**src/fscm_pkg.sv**
```systemverilog
package fscm_pkg;

   // ------------------------------------------------------------
   // timing
   // ------------------------------------------------------------
   localparam int CLK_PERIOD_NS = 25;
   localparam int FRAME_TIME_NS = 136000;
   localparam int FRAME_CYC = FRAME_TIME_NS / CLK_PERIOD_NS;
   localparam int WIN_WIDE_CYC = 64;
   localparam int WIN_NARROW_CYC = 16;

   // ------------------------------------------------------------
   // code parameters
   // ------------------------------------------------------------
   localparam int C1_INFO_BYTES = 28;
   localparam int C1_PARITY_BYTES = 4;
   localparam int C2_INFO_BYTES = 24;
   localparam int C2_PARITY_BYTES = 4;
   localparam int RS_MIN_DIST = 5;
   localparam logic [2:0] C1_MAX_FIX = 3'((RS_MIN_DIST - 1) / 2);
   localparam logic [2:0] C2_MAX_FIX = 3'(RS_MIN_DIST - 1);

   // ------------------------------------------------------------
   // register map and reset values
   // ------------------------------------------------------------
   localparam logic [7:0] OFS_CTRL = 8'h00;
   localparam logic [7:0] OFS_STATUS = 8'h04;
   localparam logic [7:0] OFS_IRQ_STAT = 8'h08;
   localparam logic [7:0] OFS_IRQ_MASK = 8'h0C;
   localparam int CTRL_WINDOW_WIDTH_SELECT_BIT = 0;
   localparam int CTRL_INTERP_BIT = 1;
   localparam int CTRL_FWD_LSB = 4;
   localparam int CTRL_BWD_LSB = 8;
   localparam logic [3:0] FWD_RESET = 4'hC;
   localparam logic [3:0] BWD_RESET = 4'h3;
   localparam int IRQ_LOCK_LOST = 0;
   localparam int IRQ_RESYNC = 1;
   localparam int IRQ_C2_FAIL = 2;

   // ------------------------------------------------------------
   // monitor codes
   // ------------------------------------------------------------
   localparam logic [3:0] MON_C1_FAIL = 4'h7;
   localparam logic [3:0] MON_C2_FAIL_COPY = 4'hE;
   localparam logic [3:0] MON_C2_FAIL_SET = 4'hF;

   // ------------------------------------------------------------
   // types
   // ------------------------------------------------------------
   typedef enum logic [2:0] {
      ST_SEARCH = 3'b001,
      ST_CONFIRM = 3'b010,
      ST_LOCK = 3'b100
   } fscm_state_e;

   typedef struct packed {
      logic done;
      logic [2:0] err_cnt;
      logic uncorr;
      logic efm_bad;
      logic player_bad;
   } fscm_c1_res_s;

   typedef struct packed {
      logic done;
      logic [2:0] err_cnt;
      logic uncorr;
      logic copy_c1;
   } fscm_c2_res_s;

   typedef struct packed {
      logic vld;
      logic [15:0] data;
      logic c2_ptr;
   } fscm_sample_s;

   typedef struct packed {
      fscm_state_e st;
      logic [12:0] tmr;
      logic [3:0] miss;
      logic frame_sync;
      logic frame_err;
      logic locked;
      logic window_width_select;
      logic interp;
      logic [3:0] fwd;
      logic [3:0] bwd;
      logic [2:0] irq_stat;
      logic [2:0] irq_mask;
      logic irq;
      logic [3:0] monitor;
      logic c1_ptr;
      fscm_sample_s stg;
      logic [15:0] out_data;
      logic out_vld;
      logic out_c2_ptr;
      logic pready;
      logic pslverr;
      logic [31:0] prdata;
   } fscm_state_s;

endpackage

```
**src/fscm_top.sv**
```systemverilog
// Summary of operation
// - a frame sync mark is expected every 136 us and anchors each frame
// - a frame without a recognised sync is flagged as error data
// - in confirm and lock, sync is window protected, width chosen by window_width_select
// - after lock, up to forward_protection_count missing syncs are inserted
// - one more missing sync than that opens the window to resynchronise
// - after resync, backward_protection_count misses reopen the window at once
// - both protection counts are 4-bit programmable, reset 12 and 3
// - c1 words 28+4 bytes, c2 words 24+4 bytes, distance 5
// - up to two c1 and four c2 symbol errors are correctable
// - c1 pointer follows c1 status, channel status and player status
// - c2-flagged samples are held or averaged from neighbours
// - c1 results map to monitor codes 0000-0001 and 0100-0111
// - c2 results map to monitor codes 1000-1100, 1110, 1111
module fscm_top #(
   parameter int FRAME_CYC = fscm_pkg::FRAME_CYC
) (
   input wire logic pclk,
   input wire logic presetn,
   input wire logic psel,
   input wire logic penable,
   input wire logic pwrite,
   input wire logic [7:0] paddr,
   input wire logic [31:0] pwdata,
   output logic [31:0] prdata,
   output logic pready,
   output logic pslverr,
   input wire logic sync_det,
   input wire fscm_pkg::fscm_c1_res_s c1_res,
   input wire fscm_pkg::fscm_c2_res_s c2_res,
   input wire fscm_pkg::fscm_sample_s smp_in,
   output logic frame_sync,
   output logic frame_err,
   output logic sync_locked,
   output logic c1_ptr,
   output logic [3:0] correction_monitor,
   output logic out_vld,
   output logic [15:0] out_data,
   output logic out_c2_ptr,
   output logic irq
);
   import fscm_pkg::*;

   fscm_state_s r;
   fscm_state_s nxt_r;
   logic [12:0] win_lo;
   logic [12:0] win_hi;
   logic [12:0] win;
   logic in_win;
   logic frame_end;
   logic apb_done;
   logic c1_unc;
   logic c1_p;
   logic c2_unc;
   logic [16:0] avg_sum;
   logic [2:0] ev;

   // ------------------------------------------------------------
   // next state
   // ------------------------------------------------------------
   always_comb
   begin
      nxt_r = r;
      ev = 3'h0;
      win = r.window_width_select ? 13'(WIN_NARROW_CYC) : 13'(WIN_WIDE_CYC);
      win_lo = 13'(FRAME_CYC) - win;
      win_hi = 13'(FRAME_CYC) + win;
      in_win = (r.tmr >= win_lo) && (r.tmr <= win_hi);
      frame_end = (r.tmr == win_hi);
      nxt_r.frame_sync = 1'b0;
      nxt_r.frame_err = 1'b0;
      nxt_r.out_vld = 1'b0;
      nxt_r.tmr = r.tmr + 13'h0001;

      // frame sync protection
      case (r.st)
         ST_SEARCH:
         begin
            if (sync_det)
            begin
               nxt_r.st = ST_CONFIRM;
               nxt_r.tmr = 13'h0000;
               nxt_r.miss = 4'h0;
               nxt_r.frame_sync = 1'b1;
               ev[IRQ_RESYNC] = 1'b1;
            end
            else if (r.tmr == 13'(FRAME_CYC - 1))
            begin
               nxt_r.tmr = 13'h0000;
               nxt_r.frame_err = 1'b1;
            end
         end
         ST_CONFIRM, ST_LOCK:
         begin
            if (sync_det && in_win)
            begin
               nxt_r.st = ST_LOCK;
               nxt_r.tmr = 13'h0000;
               nxt_r.miss = 4'h0;
               nxt_r.frame_sync = 1'b1;
            end
            else if (frame_end)
            begin
               nxt_r.frame_err = 1'b1;
               nxt_r.miss = r.miss + 4'h1;
               // realign so the next nominal mark is one frame after the missed one
               nxt_r.tmr = win;
               if (r.st == ST_LOCK && r.miss >= r.fwd)
               begin
                  nxt_r.st = ST_SEARCH;
                  nxt_r.tmr = 13'h0000;
                  ev[IRQ_LOCK_LOST] = 1'b1;
               end
               else if (r.st == ST_CONFIRM && (r.miss + 4'h1) >= r.bwd)
               begin
                  nxt_r.st = ST_SEARCH;
                  nxt_r.tmr = 13'h0000;
               end
               else
               begin
                  nxt_r.frame_sync = 1'b1;
               end
            end
         end
         default:
         begin
            nxt_r.st = ST_SEARCH;
            nxt_r.tmr = 13'h0000;
         end
      endcase
      nxt_r.locked = (nxt_r.st == ST_LOCK);

      // correction status and monitor; a c2 pass in the same cycle lands last
      c1_unc = c1_res.uncorr || (c1_res.err_cnt > C1_MAX_FIX);
      c1_p = c1_unc || (c1_res.err_cnt == C1_MAX_FIX) || c1_res.efm_bad
         || c1_res.player_bad || r.frame_err;
      c2_unc = c2_res.uncorr || (c2_res.err_cnt > C2_MAX_FIX);
      if (c1_res.done)
      begin
         nxt_r.c1_ptr = c1_p;
         nxt_r.monitor = c1_unc ? MON_C1_FAIL : {1'b0, c1_p, c1_res.err_cnt[1:0]};
      end
      if (c2_res.done)
      begin
         if (c2_unc)
         begin
            nxt_r.monitor = c2_res.copy_c1 ? MON_C2_FAIL_COPY : MON_C2_FAIL_SET;
            ev[IRQ_C2_FAIL] = 1'b1;
         end
         else
         begin
            nxt_r.monitor = {1'b1, c2_res.err_cnt};
         end
      end

      // concealment: one sample of latency so the following neighbour is known
      avg_sum = {r.out_data[15], r.out_data} + {smp_in.data[15], smp_in.data};
      if (smp_in.vld)
      begin
         nxt_r.stg = smp_in;
         if (r.stg.vld)
         begin
            nxt_r.out_vld = 1'b1;
            nxt_r.out_c2_ptr = r.stg.c2_ptr;
            if (!r.stg.c2_ptr)
               nxt_r.out_data = r.stg.data;
            else if (r.interp && !smp_in.c2_ptr)
               nxt_r.out_data = avg_sum[16:1];
            else
               nxt_r.out_data = r.out_data;
         end
      end

      // apb slave, one wait state
      apb_done = psel && penable && r.pready;
      nxt_r.pready = psel && penable && !r.pready;
      if (psel && penable && !r.pready)
      begin
         nxt_r.pslverr = !(paddr == OFS_CTRL || paddr == OFS_STATUS
            || paddr == OFS_IRQ_STAT || paddr == OFS_IRQ_MASK);
         case (paddr)
            OFS_CTRL:
               nxt_r.prdata = {20'h0_0000, r.bwd, r.fwd, 2'b00, r.interp, r.window_width_select};
            OFS_STATUS:
               nxt_r.prdata = {20'h0_0000, r.monitor, r.miss, r.locked, r.st};
            OFS_IRQ_STAT:
               nxt_r.prdata = {29'h0000_0000, r.irq_stat};
            OFS_IRQ_MASK:
               nxt_r.prdata = {29'h0000_0000, r.irq_mask};
            default:
               nxt_r.prdata = 32'h0000_0000;
         endcase
      end
      else if (apb_done)
      begin
         nxt_r.pslverr = 1'b0;
         nxt_r.prdata = 32'h0000_0000;
      end
      if (apb_done && pwrite)
      begin
         if (paddr == OFS_CTRL)
         begin
            nxt_r.window_width_select = pwdata[CTRL_WINDOW_WIDTH_SELECT_BIT];
            nxt_r.interp = pwdata[CTRL_INTERP_BIT];
            nxt_r.fwd = pwdata[CTRL_FWD_LSB +: 4];
            nxt_r.bwd = pwdata[CTRL_BWD_LSB +: 4];
         end
         if (paddr == OFS_IRQ_MASK)
            nxt_r.irq_mask = pwdata[2:0];
      end
      // read clears, but an event in the same cycle survives
      if (apb_done && !pwrite && paddr == OFS_IRQ_STAT)
         nxt_r.irq_stat = ev;
      else
         nxt_r.irq_stat = r.irq_stat | ev;
      nxt_r.irq = |(nxt_r.irq_stat & nxt_r.irq_mask);
   end

   // ------------------------------------------------------------
   // state register
   // ------------------------------------------------------------
   always_ff @(posedge pclk or negedge presetn)
   begin
      if (!presetn)
      begin
         r <= '0;
         r.st <= ST_SEARCH;
         r.fwd <= FWD_RESET;
         r.bwd <= BWD_RESET;
      end
      else
      begin
         r <= nxt_r;
      end
   end

   assign prdata = r.prdata;
   assign pready = r.pready;
   assign pslverr = r.pslverr;
   assign frame_sync = r.frame_sync;
   assign frame_err = r.frame_err;
   assign sync_locked = r.locked;
   assign c1_ptr = r.c1_ptr;
   assign correction_monitor = r.monitor;
   assign out_vld = r.out_vld;
   assign out_data = r.out_data;
   assign out_c2_ptr = r.out_c2_ptr;
   assign irq = r.irq;

   // ------------------------------------------------------------
   // assertions
   // ------------------------------------------------------------
   property p_search_catch;
      @(posedge pclk) disable iff (!presetn)
      (r.st == ST_SEARCH && sync_det) |=> (frame_sync && r.tmr == 13'h0000 && r.st == ST_CONFIRM);
   endproperty
   a_search_catch: assert property (p_search_catch) else $error("sync not taken in search");

   property p_miss_err;
      @(posedge pclk) disable iff (!presetn)
      (r.st != ST_SEARCH && frame_end && !sync_det) |=> frame_err;
   endproperty
   a_miss_err: assert property (p_miss_err) else $error("missed frame not flagged");

   property p_out_window;
      @(posedge pclk) disable iff (!presetn)
      (r.st != ST_SEARCH && sync_det && r.tmr < win_lo && !frame_end) |=> !frame_sync;
   endproperty
   a_out_window: assert property (p_out_window) else $error("sync accepted outside window");

   property p_insert;
      @(posedge pclk) disable iff (!presetn)
      (r.st == ST_LOCK && frame_end && !sync_det && r.miss < r.fwd)
         |=> (frame_sync && r.st == ST_LOCK && r.tmr == win);
   endproperty
   a_insert: assert property (p_insert) else $error("synthetic sync not inserted");

   property p_drop;
      @(posedge pclk) disable iff (!presetn)
      (r.st == ST_LOCK && frame_end && !sync_det && r.miss >= r.fwd) |=> (r.st == ST_SEARCH && !frame_sync);
   endproperty
   a_drop: assert property (p_drop) else $error("window not opened after forward count");

   property p_reopen;
      @(posedge pclk) disable iff (!presetn)
      (r.st == ST_CONFIRM && frame_end && !sync_det && (r.miss + 4'h1) >= r.bwd) |=> r.st == ST_SEARCH;
   endproperty
   a_reopen: assert property (p_reopen) else $error("window not reopened after backward count");

   property p_cfg_write;
      @(posedge pclk) disable iff (!presetn)
      (apb_done && pwrite && paddr == OFS_CTRL)
         |=> (r.fwd == $past(pwdata[7:4]) && r.bwd == $past(pwdata[11:8]));
   endproperty
   a_cfg_write: assert property (p_cfg_write) else $error("protection counts not written");

   property p_c1_limit;
      @(posedge pclk) disable iff (!presetn)
      (c1_res.done && !c2_res.done && c1_res.err_cnt > 3'h2) |=> correction_monitor == 4'h7;
   endproperty
   a_c1_limit: assert property (p_c1_limit) else $error("c1 beyond two errors not failed");

   property p_c1_ptr;
      @(posedge pclk) disable iff (!presetn)
      (c1_res.done && (c1_res.efm_bad || c1_res.player_bad)) |=> c1_ptr;
   endproperty
   a_c1_ptr: assert property (p_c1_ptr) else $error("c1 pointer not set from status");

   property p_hold;
      @(posedge pclk) disable iff (!presetn)
      (out_vld && out_c2_ptr && !r.interp) |-> out_data == $past(out_data);
   endproperty
   a_hold: assert property (p_hold) else $error("flagged sample not held");

   property p_c1_code;
      @(posedge pclk) disable iff (!presetn)
      (c1_res.done && !c2_res.done) |=> (!correction_monitor[3] && correction_monitor[3:1] != 3'h1);
   endproperty
   a_c1_code: assert property (p_c1_code) else $error("bad c1 monitor code");

   property p_c2_code;
      @(posedge pclk) disable iff (!presetn)
      c2_res.done |=> (correction_monitor[3] && correction_monitor != 4'hD);
   endproperty
   a_c2_code: assert property (p_c2_code) else $error("bad c2 monitor code");

   property p_mon_hold;
      @(posedge pclk) disable iff (!presetn)
      (!c1_res.done && !c2_res.done) |=> $stable(correction_monitor);
   endproperty
   a_mon_hold: assert property (p_mon_hold) else $error("monitor changed without a pass");

endmodule

```
**config.mk**
```make
export PLATFORM = sky130hd
export DESIGN_NAME = fscm_top
export DESIGN_NICKNAME = d
export VERILOG_FILES = /design/src/fscm_pkg.sv /design/src/fscm_top.sv
export SDC_FILE = /design/constraint.sdc
export NUM_CORES = 1
export LEC_CHECK = 0
export ABC_AREA = 1
export BUFFER_PORTS_ARGS = -buffer_cell sky130_fd_sc_hd__buf_2
export CAP_MARGIN = 25
export CORE_ASPECT_RATIO = 1.4
export CORE_MARGIN = 5
export CORE_UTILIZATION = 38
export CTS_BUF_LIST = sky130_fd_sc_hd__clkbuf_16
export DETAILED_ROUTE_END_ITERATION = 16
export GPL_TIMING_DRIVEN = 0
export PLACE_DENSITY = 0.59
export SLEW_MARGIN = 30
export SYNTH_ARGS = -nofsm -noshare
export SYNTH_HDL_FRONTEND = slang
export SYNTH_SLANG_ARGS = --single-unit
```
**constraint.sdc**
```tcl
create_clock -name pclk -period 4.5 [get_ports pclk]
set_input_delay 0.45 -clock pclk [delete_from_list [all_inputs] [get_ports pclk]]
set_output_delay 0.45 -clock pclk [all_outputs]
set_load 0.03 [all_outputs]
```
## Word-level counts from Yosys, hierarchy flattened

Index checks and enable logic that the tools add are counted.

- Register bits: 115
- Output and inout port bits: 61
- Input bits: 77

- Reduce and logical (&&, ||, !) cells: 34
- Bitwise operators: 2
- Add/sub/neg operators: 5
- Equality and inequality tests: 13
- Mux-type cells: 39
- Order comparisons: 6

Operators with widths:

| kind | number |
|---|---|
| 33-bit two-way mux | 2 |
| 16-bit two-way mux | 4 |
| 12-bit case mux with 4 select lines | 1 |
| 16-bit case mux with 2 select lines | 1 |
| 13-bit two-way mux | 2 |
| 22-bit two-way mux | 1 |
| 21-bit two-way mux | 1 |
| 3-bit two-way mux | 6 |
| 16-bit by 16-bit adder with 17-bit output | 1 |
| 8-bit by 4-bit equality test with 1-bit output, second input constant | 2 |
| 1-bit two-way mux | 14 |
| 13-bit by 1-bit adder with 13-bit output, second input constant | 1 |
| 13-bit by 7-bit adder with 13-bit output, first input constant | 1 |
| 13-bit equality test | 1 |
| 13-bit equality test, second input constant | 1 |
| 13-bit >= comparator | 1 |
| 13-bit less-or-equal comparator | 1 |
| 13-bit by 7-bit subtractor with 13-bit output, first input constant | 1 |
| 6-bit case mux with 2 select lines | 1 |
| 1-bit logical AND | 11 |
| 5-bit two-way mux | 2 |
| 1-bit logical OR | 9 |
| 8-bit by 3-bit equality test with 1-bit output, second input constant | 1 |
| 4-bit >= comparator | 2 |
| other kinds (21) | 31 |

## Depth between registers and ports, before layout

- Depth in word-level cells: 11
- Gate-level depth with buffers: 14

## Worst setup path after synthesis

Ideal clock, no wire load.

- Kind: input port to flip-flop
- From: in smp_in[2] in the netlist's numbering
- To: reg r (netlist bit out_data[11])
- Setup time: 0.117 ns
- Path slack: 2.730 ns
- Required time: 4.383 ns
- Cell stages on the path: 12
- Arrival: 1.654 ns
- Path through: inv_1 > fa_1 > inv_1 > nand3_1 > nand2_1 > nand4_1 > nand2_1 > nand2_1 > nand3_1 > nand3_1 > nand2_1 > nand2_1

- Word-level cells in the longest chain between the ends: 3

Ends and longest elaborated chain:

| element | line | text |
|---|---|---|
| start, declared | fscm_top.sv:31 | `input wire fscm_pkg::fscm_sample_s smp_in,` |
| 16-bit by 16-bit adder with 17-bit output | fscm_top.sv:157 | `avg_sum = {r.out_data[15], r.out_data} + {smp_in.data[15], smp_in.data};` |
| 16-bit two-way mux | fscm_top.sv:167 | `else if (r.interp && !smp_in.c2_ptr)` |
| 16-bit two-way mux | fscm_top.sv:165 | `if (!r.stg.c2_ptr)` |
| end signal, assigned | fscm_top.sv:233 | `r <= nxt_r;` |
| end, declared | fscm_top.sv:44 | `fscm_state_s r;` |

Every way passes these cells. The select of a mux whose other input is x is not followed.
A chain may end at the register's enable or synchronous reset.

==> impl_metrics.sql <==
INSERT INTO impl_metrics (metric_group, metric, value, unit) VALUES
('timing', 'rsz0062_at_grt', 'false', ''),
('logic_synthesis', 'muxShareOfSynthArea', '1.279', '%'),
('die', 'top_level_pins', '138', ''),
('timing', 'timing.clock.skew', '0.01068', 'ns'),
('setup_path', 'required', '4.71', 'ns'),
('timing', 'finalCritPeriodShare', '47.77', '%'),
('die', 'floorplan.die.width', '117.6', 'um'),
('power', 'cellPowerDensity', '363.9', 'nW/um2'),
('clocking', 'numCtsBuffers', '9', ''),
('logic_synthesis', 'synth_warnings', '0', ''),
('grt', 'grt_util_met3', '3.487', '%'),
('placed_design', 'portBuffers', '96', ''),
('clocking', 'clock_insertion_delay_worst_skew', '0.35', 'ns'),
('routing', 'detail_route.drc_violations', '0', ''),
('logic_synthesis', 'synthTopCellsByArea', 'sky130_fd_sc_hd__dfrtp_1, sky130_fd_sc_hd__nand2_1, sky130_fd_sc_hd__buf_4', ''),
('setup_path', 'r2r_setup_slack', '2.35', 'ns'),
('logic_synthesis', 'synth_most_common_cell', 'sky130_fd_sc_hd__nand2_1', ''),
('clocking', 'cts_root_buf', 'sky130_fd_sc_hd__clkbuf_16', ''),
('setup_path', 'crit-reg2reg-capture', 'irq$_DFF_PN0_', ''),
('clocking', 'clock_edge_transition_at_the_registers_on_the_reported_setup_and_hold_paths', '0.07', 'ns'),
('worst_hold_path', 'min-delay-path-class', 'in2async', ''),
('die', 'design.core.area', '16030', 'um2'),
('setup_path', 'worst-path-max-fanout', '7', ''),
('grt', 'wire_length_of_the_first_global_routing_pass', '26990', 'um'),
('routing', 'ant_nets', '0', ''),
('run', 'timing.max_cap.violations', '0', ''),
('finish', 'fin_nets', '1022', ''),
('logic_synthesis', 'yosysSeqAreaShare', '38.68', '%'),
('routing', 'vias', '5333', ''),
('grt', 'grt_max_degree', '51', ''),
('grt', 'grt_overflow_total', '0', ''),
('timing', 'hold_viol_final', '0', ''),
('setup_path', 'timing.critical_path.slowest_cell_delay', '0.49', 'ns'),
('logic_synthesis', 'netlist.area_leader.share', '36.55', '%'),
('placed_design', 'dp.cells', '1102', ''),
('clocking', 'hold_buf_count_cts', '0', ''),
('setup_path', 'data_arrival_critical_path', '2.36', 'ns'),
('setup_path', 'cp-end-kind', 'flip-flop', ''),
('finish', 'layout.cells.non_filler', '1118', ''),
('clocking', 'cts_tree', 'built', ''),
('power', 'power.ir.vdd_worst', '234.4', 'uV'),
('timing', 'final_max_slew_viol_count', '0', ''),
('clocking', 'cts-resized-gates', '0', ''),
('routing', 'detailedRoute.firstPassIterationCount', '7', ''),
('power', 'cellLeakagePower', '3.875', 'nW'),
('finish', 'finish.utilization', '45.46', '%'),
('timing', 'fin_hold_ws', '0.03313', 'ns'),
('placed_design', 'gp_routability_congestion', '0.9744', ''),
('finish', 'sequential_cell_area', '2384', 'um2'),
('clocking', 'clock_path_buffers', '2', ''),
('setup_path', 'r2r.worst_path.cells', '11', ''),
('die', 'design.die.area', '18900', 'um2'),
('clocking', 'cts.repair_timing.setup_buffer_count', '0', ''),
('grt', 'global_route.usage.met2', '32.49', '%'),
('placed_design', 'dpl_cell_area', '6997', 'um2'),
('finish', 'drive_above_1_share', '24.27', '%'),
('logic_synthesis', 'synth_top_family_by_area', 'simple AND/OR/NAND/NOR gates', ''),
('logic_synthesis', 'syn_area_per_cell', '7.830', 'um2'),
('timing', 'worstMarginPinSlew', '0.6205', 'ns'),
('die', 'rows', '55', ''),
('setup_path', 'criticalPathCategory', 'reg2reg', ''),
('timing', 'worst_slew_margin_rel', '58.64', '%'),
('setup_path', 'cp_cell_sequence', 'inv_1, ha_1, nand4_1, nor2_1, nand2_2, nand2_4, nand3_2, nand2_2, o21ai_2, nand2_1, nand2_1', ''),
('routing', 'route.detailed.vias_per_inst', '4.770', ''),
('status', 'outcome', 'finished clean', ''),
('setup_path', 'worstSetupStartpointType', 'flip-flop', ''),
('logic_synthesis', 'syn_inst', '787', ''),
('power', 'fin_total_pwr', '2.652', 'mW'),
('timing', 'worst_slack', '2.350', 'ns'),
('finish', 'post-route-cell-area', '7289', 'um2'),
('finish', 'num-fill-cells', '1645', '');
state kept, by name, indices dropped and copies added, names as in the netlist:
signal and count:
out_vld 1, frame_err 1, frame_sync 1, c1_ptr 1
r 54, pready 1, out_c2_ptr 1, prdata 12
out_data 16, irq 1, correction_monitor 4, sync_locked 1
pslverr 1
cell families after synthesis:
kind of cell / count (synthesis)
AO/OA/AOI/OAI: 143
XOR/XNOR: 12
adder cells (fa/ha/maj): 31
buffers and inverters: 162
flip-flops: 95
multiplexers: 7
other: 1
AND/OR/NAND/NOR: 336
cells in the final DEF, fill, tap and decap left out, types with 6 or more instances in the layout:
cell / instances
sky130_fd_sc_hd__nand2_1: 187
sky130_fd_sc_hd__buf_2: 96
sky130_fd_sc_hd__inv_1: 93
sky130_fd_sc_hd__dfrtp_1: 90
sky130_fd_sc_hd__a21oi_1: 58
sky130_fd_sc_hd__nor2_1: 52
sky130_fd_sc_hd__buf_4: 52
sky130_fd_sc_hd__o21ai_0: 47
sky130_fd_sc_hd__nand3_1: 42
sky130_fd_sc_hd__ha_1: 30
sky130_fd_sc_hd__conb_1: 20
sky130_fd_sc_hd__a22o_1: 12
sky130_fd_sc_hd__xor2_1: 11
sky130_fd_sc_hd__nand4_1: 10
sky130_fd_sc_hd__clkbuf_1: 9
sky130_fd_sc_hd__nand2_2: 9
sky130_fd_sc_hd__clkbuf_16: 9
sky130_fd_sc_hd__mux2_2: 7
sky130_fd_sc_hd__o21ai_1: 7
sky130_fd_sc_hd__nor2_2: 7
sky130_fd_sc_hd__inv_2: 6
how the worst max path moves through the flow:
| stage | startpoint | endpoint | cells past startpoint |
|---|---|---|---|
| after floorplan | smp_in[2] | out_data[11]$_DFFE_PN0P_ | 12 |
| after global placement | presetn | r[86]$_DFFE_PN0P_ | 1 |
| after detailed placement | smp_in[2] | out_data[13]$_DFFE_PN0P_ | 13 |
| after CTS | r[91]$_DFFE_PN0P_ | irq$_DFF_PN0_ | 11 |
| after global routing | r[91]$_DFFE_PN0P_ | irq$_DFF_PN0_ | 11 |
| final | r[91]$_DFFE_PN0P_ | irq$_DFF_PN0_ | 11 |
critical path, delay by kind of cell (launching register included):
kind | cells | cell delay (ns)
flops | 1 | 0.49
buf+inv | 1 | 0.17
simple gates | 8 | 0.93
fa+ha+maj | 1 | 0.34
compound gates | 1 | 0.06
cell type report:
| cell class | count | share of cell area, % |
|---|---|---|
| Multi-Input combinational cell | 549 | 41.57 |
| Sequential cell | 95 | 32.70 |
| Timing Repair Buffer | 97 | 7.055 |
| Buffer | 65 | 6.248 |
| Inverter | 97 | 4.995 |
| Tap cell | 199 | 3.416 |
| Clock buffer | 9 | 3.090 |
| Clock inverter | 7 | 0.9269 |
layer usage:
metal  routed length, um  vias up
met3                 738       28
met5                   0        -
met4                 526        0
met2                8705      127
met1                6511     2426
li1                    -     2752
report_power, final:
group / internal [mW] / switching [mW] / total (mW)
Combinational: 0.311 / 0.571 / 0.882
Clock: 0.427 / 0.339 / 0.766
Sequential: 0.934 / 0.0699 / 1.00
Total: 1.67 / 0.980 / 2.65
Note: power is estimated with default switching activity, not from simulation.
